File: src/rtl/sci_pkg.sv
// shared constants and carrier types of the card interrupt enable block
//
// Notes on behaviour
// - one writable 8-bit enable register; an event interrupts only while enabled.
// - bit 7 enables the transmit buffer empty interrupt while buffer empty.
// - bit 6 has no function, reads zero, writes ignored.
// - bit 5 enables the card supply current overload interrupt.
// - bit 4 enables the card supply voltage out of range interrupt.
// - bit 3 enables the waiting time counter underflow interrupt.
// - bit 2 enables the character transmitted interrupt.
// - bit 1 enables the character received interrupt.
// - bit 0 enables the parity error interrupt.
// - pending flag sets when enabled event occurs; reading pending clears flags.
package sci_pkg;

   // ***************************************************************
   // register map
   // ***************************************************************
   localparam int ADDR_W = 4;
   localparam int DATA_W = 8;
   localparam logic [3:0] OFS_ENABLES = 4'h0;
   localparam logic [3:0] OFS_PENDING = 4'h1;

   // ***************************************************************
   // field positions and values
   // ***************************************************************
   localparam int BIT_TX_EMPTY = 7;
   localparam int BIT_UNUSED = 6;
   localparam int BIT_OVERCURRENT = 5;
   localparam int BIT_VOLTAGE = 4;
   localparam int BIT_WAIT_TIMEOUT = 3;
   localparam int BIT_CHAR_SENT = 2;
   localparam int BIT_CHAR_RECEIVED = 1;
   localparam int BIT_PARITY = 0;
   localparam logic [7:0] IMPL_MASK = 8'hBF;
   localparam logic [7:0] RST_ENABLES = 8'h00;
   localparam logic [7:0] RST_PENDING = 8'h00;
   localparam logic [7:0] RST_RDATA = 8'h00;

   // ***************************************************************
   // carrier types
   // ***************************************************************
   // one bit for each event, laid out as the enable register
   typedef struct packed {
      logic tx_buffer_empty;
      logic unused;
      logic overcurrent;
      logic supply_voltage_fault;
      logic wait_timeout;
      logic char_sent;
      logic char_received;
      logic parity_fault;
   } sci_irq_bits_t;

   // register port request
   typedef struct packed {
      logic [3:0] addr;
      logic [7:0] wdata;
      logic wr;
      logic rd;
   } sci_bus_req_t;

endpackage

File: src/rtl/sci_irq_enable.sv
// card interface interrupt enable, pending flags and interrupt output
//
// The implementer's own choices: the strobed register port and the address map.
module sci_irq_enable (
   // clock and reset
   input wire logic clock,
   input wire logic reset,
   // register port
   input wire sci_pkg::sci_bus_req_t bus,
   output logic [7:0] rdata,
   // event sources, same clock domain
   input wire sci_pkg::sci_irq_bits_t events,
   // interrupt to the core
   output logic irq
);

   // ***************************************************************
   // decode
   // ***************************************************************
   logic [7:0] enables_q;
   logic [7:0] pending_q;
   logic [7:0] pending_d;
   logic [7:0] rdata_q;
   logic [7:0] event_v;
   logic [7:0] set_v;
   logic wr_enables;
   logic wr_pending;
   logic rd_pending;

   // address match helper, used by every strobe decode
   function automatic logic hit(input logic [3:0] a, input logic [3:0] ofs);
      hit = (a == ofs);
   endfunction

   assign wr_enables = bus.wr && hit(bus.addr, sci_pkg::OFS_ENABLES);
   assign wr_pending = bus.wr && hit(bus.addr, sci_pkg::OFS_PENDING);
   assign rd_pending = bus.rd && hit(bus.addr, sci_pkg::OFS_PENDING);

   // bit 6 carries no event, so it is forced out of the vector
   assign event_v = events & sci_pkg::IMPL_MASK;
   // only enabled events may set a flag
   assign set_v = event_v & enables_q;

   // ***************************************************************
   // enable register
   // ***************************************************************
   // unimplemented bit is dropped at the write so it always reads zero
   always_ff @(posedge clock) begin
      if (reset) begin
         enables_q <= sci_pkg::RST_ENABLES;
      end else if (wr_enables) begin
         enables_q <= bus.wdata & sci_pkg::IMPL_MASK;
      end
   end

   // ***************************************************************
   // pending flags
   // ***************************************************************
   // read clears, a written one also clears; a new set wins over both so
   // an event landing in the clearing cycle is never lost
   always_comb begin
      pending_d = pending_q;
      if (rd_pending) begin
         pending_d = 8'h00;
      end
      if (wr_pending) begin
         pending_d = pending_d & ~bus.wdata;
      end
      pending_d = pending_d | set_v;
   end

   always_ff @(posedge clock) begin
      if (reset) begin
         pending_q <= sci_pkg::RST_PENDING;
      end else begin
         pending_q <= pending_d;
      end
   end

   // ***************************************************************
   // read data
   // ***************************************************************
   // registered, valid only in the cycle after the read strobe;
   // unmapped addresses and idle cycles answer zero
   always_ff @(posedge clock) begin
      if (reset) begin
         rdata_q <= sci_pkg::RST_RDATA;
      end else if (bus.rd && hit(bus.addr, sci_pkg::OFS_ENABLES)) begin
         rdata_q <= enables_q;
      end else if (rd_pending) begin
         rdata_q <= pending_q;
      end else begin
         rdata_q <= 8'h00;
      end
   end

   assign rdata = rdata_q;

   // level interrupt; the enable doubles as mask so a flag whose enable
   // was dropped after setting no longer asserts the line
   assign irq = |(pending_q & enables_q);
endmodule

File: config.mk
export PLATFORM = sky130hd
export DESIGN_NAME = sci_irq_enable
export DESIGN_NICKNAME = d
export VERILOG_FILES = /design/src/rtl/sci_pkg.sv /design/src/rtl/sci_irq_enable.sv
export SDC_FILE = /design/constraint.sdc
export NUM_CORES = 1
export LEC_CHECK = 0
export ABC_AREA = 1
export BUFFER_PORTS_ARGS = -buffer_cell sky130_fd_sc_hd__buf_2
export CAP_MARGIN = 20
export CORE_MARGIN = 10
export CORE_UTILIZATION = 45
export CTS_BUF_LIST = sky130_fd_sc_hd__clkbuf_16
export DETAILED_ROUTE_END_ITERATION = 10
export PLACE_DENSITY = 0.72
export SLEW_MARGIN = 25
export SYNTH_ARGS = -nofsm -noshare
export SYNTH_HDL_FRONTEND = slang
export SYNTH_SLANG_ARGS = --single-unit
File: constraint.sdc
create_clock -name clock -period 2.05 [get_ports clock]
set_clock_uncertainty 0.1 [all_clocks]
set_input_delay 0.3075 -clock clock [delete_from_list [all_inputs] [get_ports clock]]
set_output_delay 0.3075 -clock clock [all_outputs]
set_load 0.02 [all_outputs]
==> results of run 1 <==
[flip-flops by register name (all words and copies together), names as in the netlist]
register and count:
rdata 8, pending_q 8, enables_q 7
[worst max-delay path by stage]
| stage | endpoint | depth (start not counted) |
|---|---|---|
| 6_report | irq | 5 |
| 5_1_grt | irq | 5 |
| 4_1_cts | irq | 5 |
| 3_5_place_dp | enables_q[1] | 5 |
| 3_3_place_gp | enables_q[5] | 5 |
| 2_1_floorplan | irq | 4 |
[Yosys cell counts]
cell / instances / share of area
a21oi_1: 19 / 0.094
a21oi_2: 3 / 0.026
buf_2: 1 / 0.0050
buf_6: 2 / 0.022
clkbuf_1: 1 / 0.0037
dfxtp_1: 23 / 0.46
inv_1: 9 / 0.034
inv_2: 1 / 0.0037
inv_6: 1 / 0.0087
nand2_1: 21 / 0.078
nand2_2: 8 / 0.050
nand3_1: 8 / 0.040
nand3_2: 1 / 0.0099
nand3_4: 1 / 0.017
nand4_1: 9 / 0.056
nor2_1: 1 / 0.0037
nor2_2: 1 / 0.0062
nor2_4: 2 / 0.022
nor2_8: 1 / 0.020
nor3b_1: 1 / 0.0075
o21ai_0: 7 / 0.035
[placed cells by master, fill, tap and decap left out, drive strengths merged]
cell type | synthesis | routed
nand3 | 10 | 10
inv | 11 | 11
a21oi | 22 | 22
nand2 | 29 | 29
clkbuf | 1 | 3
buf | 3 | 31
nor2 | 5 | 5
nand4 | 9 | 9
clkinv | 0 | 1
o21ai | 7 | 7
nor3b | 1 | 1
dfxtp | 23 | 23
[critical path: cells and delay by family (launching register included)]
kind            cells  cell delay, ps
buf+inv             1             170
simple gates        3             260
compound gates      1             140
flops               1             330
[logic make-up after synthesis]
| group | count (synthesis) |
|---|---|
| buf+inv | 15 |
| compound gates | 29 |
| simple gates | 54 |
| flops | 23 |
[power by group]
group          internal [uW]  switching (uW)  total, uW
combinational           25.3            41.5       66.8
sequential               452            4.94        457
clock                    262             152        414
[layout make-up]
cell class / instances / share of cell area
multi-input cells: 83 / 0.377
flip-flops and latches: 23 / 0.369
repair buffers: 31 / 0.124
clock buffers: 3 / 0.0602
inverters: 11 / 0.0371
well taps: 28 / 0.0281
clock inverters: 1 / 0.00402
[per-stage QoR]
step	total power, uW	instance area, sq um	instances	hold WS [ps]	worst slack (ps)
after floorplan	502	1010	121	277	883
after global placement	532	1170	176	345	565
after global routing	972	1250	180	202	352
after detailed placement	533	1170	176	350	538
final	938	1250	180	202	483
after CTS	947	1250	180	200	462
[layer usage]
layer | up-vias | GRT usage
met3 | 2 | 0.0463
met2 | 27 | 0.203
met1 | 417 | 0.132
met5 | - | 0
met4 | 0 | 0.0462
li1 | 470 | -
==> impl_metrics.env, run 1 <==
export IMPL_worstHoldStart="events[4]"
export IMPL_min_path_type="in -> reg"
export IMPL_portBuffers=31
export IMPL_cpMaxStageDelayCell="dfxtp_1"
export IMPL_wl_met1_microns=997
export IMPL_core_sq_um=2170
export IMPL_max_stage_delay_ps=330
export IMPL_cp_required_ps=1640
export IMPL_io_pins=33
export IMPL_synthesis_area_sq_um=1010
export IMPL_die_y_microns=67.3
export IMPL_synth_mux_area_fraction=0
export IMPL_synth_nets=145
export IMPL_yosysSeqAreaShare=0.457
export IMPL_wire_per_inst_microns=13.8
export IMPL_die_w_microns=67.3
export IMPL_synth_simple_gate_area_frac=0.311
export IMPL_final_core_util=0.574
export IMPL_critPathLaunch="pending_q[1]"
export IMPL_synth_fa_ha_area_frac=0
export IMPL_cts_setup_buffers=0
export IMPL_drive_gt1_frac=0.355
export IMPL_dr_max_layer_used="met4"
export IMPL_hold_buffers=0
export IMPL_criticalPathCategory="reg -> out"
export IMPL_post_synth_cell_area_avg_sq_um=8.32
export IMPL_antenna_left=0
export IMPL_hold_path_end="pending_q[4]"
export IMPL_met3_length_microns=203
export IMPL_fin_crit_sh=0.765
export IMPL_p_per_area_nw_per_um2=753
export IMPL_initial_utilization=0.464
export IMPL_via_count=916
export IMPL_grt_pass1_vias=973
export IMPL_clock_latency_ps=250
export IMPL_finalCriticalPeriod_ps=1570
export IMPL_synth_cell_types=21
export IMPL_relSlewSlack=0.784
export IMPL_cts_max_level=1
export IMPL_cts_tree="yes"
export IMPL_grt_pass1_wl_mm=4.22
export IMPL_wl_mm=2.48
export IMPL_p_leak_uw=0.000480
export IMPL_die_area_sq_um=4530
export IMPL_n_antenna_cell=0
export IMPL_seqCellArea_sq_um=460
export IMPL_synth_top_family_by_area="simple AND/OR/NAND/NOR gates"
export IMPL_drtIter0Drc=36
export IMPL_ys_seq_elements=23
export IMPL_fillers=211
export IMPL_area_growth_syn_to_layout_pct=23.7
export IMPL_crit_chain="nand2_1 > nand3_1 > a21oi_1 > nand4_1 > buf_2"
export IMPL_ff2ff_setup_slack_ps=1270
export IMPL_routabilityCongestion=0.820
export IMPL_grt_max_degree=16
export IMPL_synth_compound_area_share=0.155
export IMPL_wl_met2_mm=1.27
export IMPL_hold_viol=0
export IMPL_ir_drop_mv=0.565
export IMPL_cap_violations=0
export IMPL_drv_slew=0
export IMPL_grt_overflow=0
export IMPL_reg2regPathDepth=2
export IMPL_synth_xor_area_share=0
export IMPL_clock_sinks=23
export IMPL_clk_pin_slew_worst_paths_ps=60
export IMPL_ys_warn_count=0
export IMPL_multi_input_area_sq_um=469
export IMPL_cts_root_buf="clkbuf_16"
export IMPL_r2r_end="pending_q[5]"
export IMPL_cts_resized=0
export IMPL_grt_use_total=0.120
export IMPL_worst_path_max_fanout=3
export IMPL_worst_ep_arrival_time_ps=1160
export IMPL_hold_depth=3
export IMPL_critical_path_startpoint_type="register"
export IMPL_status="finished clean"
export IMPL_tns_ps=0
export IMPL_final_setup_viol_count=0
export IMPL_antenna_found_initial=0
export IMPL_clockBufferDepth=2
export IMPL_cp_end_kind="output port"
export IMPL_worstMarginPinSlew_ps=323
export IMPL_max_clock_freq_mhz=638
export IMPL_syn_inst=121
export IMPL_fin_nets=177
export IMPL_drc_errors=0
export IMPL_row_count=17
export IMPL_rsz0062_at_grt="false"
export IMPL_cts_buffers=3
export IMPL_reg2reg_from="pending_q[5]"
export IMPL_viasPerCell=5.09
export IMPL_hpwlAfterDp_mm=1.84
export IMPL_dr_pass1_iters=4
No activity file was read; power rests on OpenSTA's default activity.
==> run 2, diff against run 1 <==
--- a/config.mk
+++ b/config.mk
@@ -5,11 +5,11 @@
 export SDC_FILE = /design/constraint.sdc
 export NUM_CORES = 1
 export LEC_CHECK = 0
-export ABC_AREA = 1
+export ABC_AREA = 0
 export BUFFER_PORTS_ARGS = -buffer_cell sky130_fd_sc_hd__buf_2
 export CAP_MARGIN = 20
 export CORE_MARGIN = 10
-export CORE_UTILIZATION = 45
+export CORE_UTILIZATION = 43
 export CTS_BUF_LIST = sky130_fd_sc_hd__clkbuf_16
 export DETAILED_ROUTE_END_ITERATION = 10
 export PLACE_DENSITY = 0.72
==> constraint.sdc (replaced) <==
create_clock -name clock -period 1.28 [get_ports clock]
set_clock_uncertainty 0.1 [all_clocks]
set_input_delay 0.192 -clock clock [delete_from_list [all_inputs] [get_ports clock]]
set_output_delay 0.192 -clock clock [all_outputs]
set_load 0.02 [all_outputs]
==> impl_metrics.env, run 2 <==
export IMPL_mostFrequentLayoutCells="buf_2, nand3_1, dfxtp_1, a21oi_1, buf_4"
export IMPL_ys_seq_elements=23
export IMPL_p_comb_frac=0.087
export IMPL_dpl_cell_count=179
export IMPL_post_synth_cell_area_avg_sq_um=8.56
export IMPL_io_pins=33
export IMPL_fin_crit_sh=1.19
export IMPL_hold_buffers=0
export IMPL_clk_pin_slew_worst_paths_ps=60
export IMPL_die_y_microns=68.1
export IMPL_viasPerCell=5.53
export IMPL_cts_max_level=1
export IMPL_relSlewSlack=0.722
export IMPL_post_place_ws_ps=-110
export IMPL_critPathLaunch="pending_q[3]"
export IMPL_fillers=220
export IMPL_yosysSeqAreaShare=0.463
export IMPL_syn_inst=116
export IMPL_criticalPathCategory="reg -> out"
export IMPL_synth_nets=140
export IMPL_rsz0062_at_grt="true"
export IMPL_hold_ws_ps=102
export IMPL_cp_required_ps=990
export IMPL_finalCriticalPeriod_ps=1530
export IMPL_cts_setup_buffers=0
export IMPL_critPathBufInv=1
export IMPL_min_path_type="in -> reg"
export IMPL_synth_cell_types=19
export IMPL_crit_chain="a222oi_1 > nand3_1 > buf_2"
export IMPL_ir_drop_mv=0.673
export IMPL_worst_path_max_fanout=2
export IMPL_r2r_end="pending_q[3]"
export IMPL_p_seq_frac=0.480
export IMPL_max_stage_delay_ps=370
export IMPL_cts_root_buf="clkbuf_16"
export IMPL_portBuffers=31
export IMPL_final_cells=183
export IMPL_critical_path_startpoint_type="register"
export IMPL_p_int_uw=1200
export IMPL_cp_depth=3
export IMPL_status="finished with violations"
export IMPL_reg2reg_from="enables_q[3]"
export IMPL_grt_overflow=0
export IMPL_layout_commonest_cell="buf_2"
export IMPL_synth_edff_count=0
export IMPL_cp_top_family="compound AO/OA/AOI/OAI gates"
export IMPL_p_sw_frac=0.208
export IMPL_clockBufferDepth=2
export IMPL_worst_ep_arrival_time_ps=1230
export IMPL_synthesis_area_sq_um=993
export IMPL_p_leak_uw=0.000535
export IMPL_drv_slew=0
export IMPL_row_count=17
export IMPL_synth_common_cells="nand3_1, dfxtp_1, a21oi_1"
export IMPL_violations="setup timing"
export IMPL_hpwlAfterDp_mm=2.01
export IMPL_antenna_left=0
export IMPL_drive_gt1_frac=0.361
export IMPL_ff2ff_setup_slack_ps=320
export IMPL_clock_latency_ps=250
export IMPL_fin_nets=180
export IMPL_yosys_top_cells_area="dfxtp_1, nand3_1, a21oi_1"
export IMPL_p_per_area_nw_per_um2=1150
export IMPL_core_sq_um=2210
export IMPL_cap_violations=0
export IMPL_yosysMostFrequentCell="nand3_1"
export IMPL_worstMarginPinSlew_ps=416
export IMPL_final_core_util=0.593
export IMPL_drtIter0Drc=38
export IMPL_wl_mm=2.68
export IMPL_async_reset_ff_frac=0
export IMPL_n_antenna_cell=0
export IMPL_cts_tree="yes"
export IMPL_clock_sinks=23
export IMPL_area_growth_syn_to_layout_pct=32.1
export IMPL_crit_end="irq"
export IMPL_die_area_sq_um=4630
export IMPL_wire_per_inst_microns=14.6
export IMPL_initial_utilization=0.449
export IMPL_grt_use_total=0.126
export IMPL_ys_warn_count=0
export IMPL_cp_end_kind="output port"
export IMPL_grt_pass1_wl_mm=4.57
export IMPL_cts_buffers=3
export IMPL_power_frac_clock=0.433
export IMPL_cpMaxStageDelayCell="a222oi_1"
export IMPL_max_clock_freq_mhz=656
export IMPL_via_count=1012
export IMPL_final_setup_viol_count=1
export IMPL_routabilityCongestion=0.803
export IMPL_grt_pass1_vias=1003
export IMPL_hold_viol=0
export IMPL_die_w_microns=68.1
export IMPL_antenna_found_initial=0
export IMPL_reg2regPathDepth=4
export IMPL_dr_pass1_iters=4
export IMPL_yosys_area_top_type="dfxtp_1"
export IMPL_yosysTopAreaCellShare=0.463
export IMPL_power_switching_uw=314
export IMPL_synth_main_ff_cell="dfxtp_1"
export IMPL_fin_total_pwr_uw=1510
export IMPL_grt_max_degree=16
export IMPL_setup_ws_ps=-245
export IMPL_drc_errors=0
[run 2: cell types whose count changed after synthesis, moves of 2 or more]
cell	before	now
a21oi_1	19	14
a21oi_2	3	1
a22oi_1	0	2
a31o_2	0	7
buf_2	1	3
inv_1	9	0
nand2_1	21	8
nand2_2	8	0
nand3_1	8	30
nand4_1	9	0
nor2_1	1	9
nor2_4	2	0
nor3b_4	0	2
[run 2: cells by family (layout without fill, tap and decap cells)]
logic type      count (synthesis)  in the layout  synth area share
flops                          23             23             0.463
simple gates                   54             54             0.290
compound gates                 32             32             0.202
buf+inv                         7             46            0.0453
[run 2: worst min path at each step]
stage            startpoint            to  slack [ps]  cells past startpoint
6_report             bus[4]  enables_q[2]         100                      3
5_1_grt              bus[7]  enables_q[5]         110                      3
4_1_cts              bus[4]  enables_q[2]         100                      3
3_5_place_dp   pending_q[6]      rdata[6]         340                      2
3_3_place_gp   pending_q[6]      rdata[6]         340                      2
2_1_floorplan        bus[2]  enables_q[0]         240                      2
[run 2: worst register-to-register path, cell delays in order, from the launching register on]
cell and delay, ps:
dfxtp_1 310, buf_4 130, nand2_1 50, nor2_1 40, a31o_2 210
[run 2: through the flow]
| step | setup TNS [ps] | area [sq um] |
|---|---|---|
| floorplan | 0 | 993 |
| global placement | -458 | 1230 |
| detailed placement | -649 | 1230 |
| CTS | -266 | 1310 |
| global route | -313 | 1310 |
| finish | -245 | 1310 |
[run 2: power by group through the flow]
| stage | logic [uW] | registers (uW) | clock network, uW |
|---|---|---|---|
| after floorplan | 58.6 | 739 | 0 |
| after global placement | 129 | 740 | 0 |
| after detailed placement | 132 | 740 | 0 |
| after CTS | 132 | 724 | 666 |
| after global routing | 144 | 725 | 703 |
| final | 132 | 724 | 653 |
[run 2: what timing repair did]
item / CTS / global route
resized for setup: 0 / 0
pin swaps: 1 / 2
endpoints found under the setup margin: 1 / 1
cloned: 0 / 0
[run 2: layout make-up]
cell class / instances / area (sq um) / share of cell area
multi-input combinational: 86 / 488 / 0.372
sequential: 23 / 460 / 0.351
timing repair buffer: 42 / 250 / 0.191
clock buffer: 3 / 75.1 / 0.0572
tap: 28 / 35.0 / 0.0267
clock inverter: 1 / 3.75 / 0.00286
[run 2: metal layers]
metal | global-route usage | routed length [microns] | part of all wire
met3 | 0.0408 | 252 | 0.094
met2 | 0.203 | 1290 | 0.48
met5 | 0 | 0 | 0
met1 | 0.148 | 1080 | 0.40
met4 | 0.0603 | 50 | 0.019
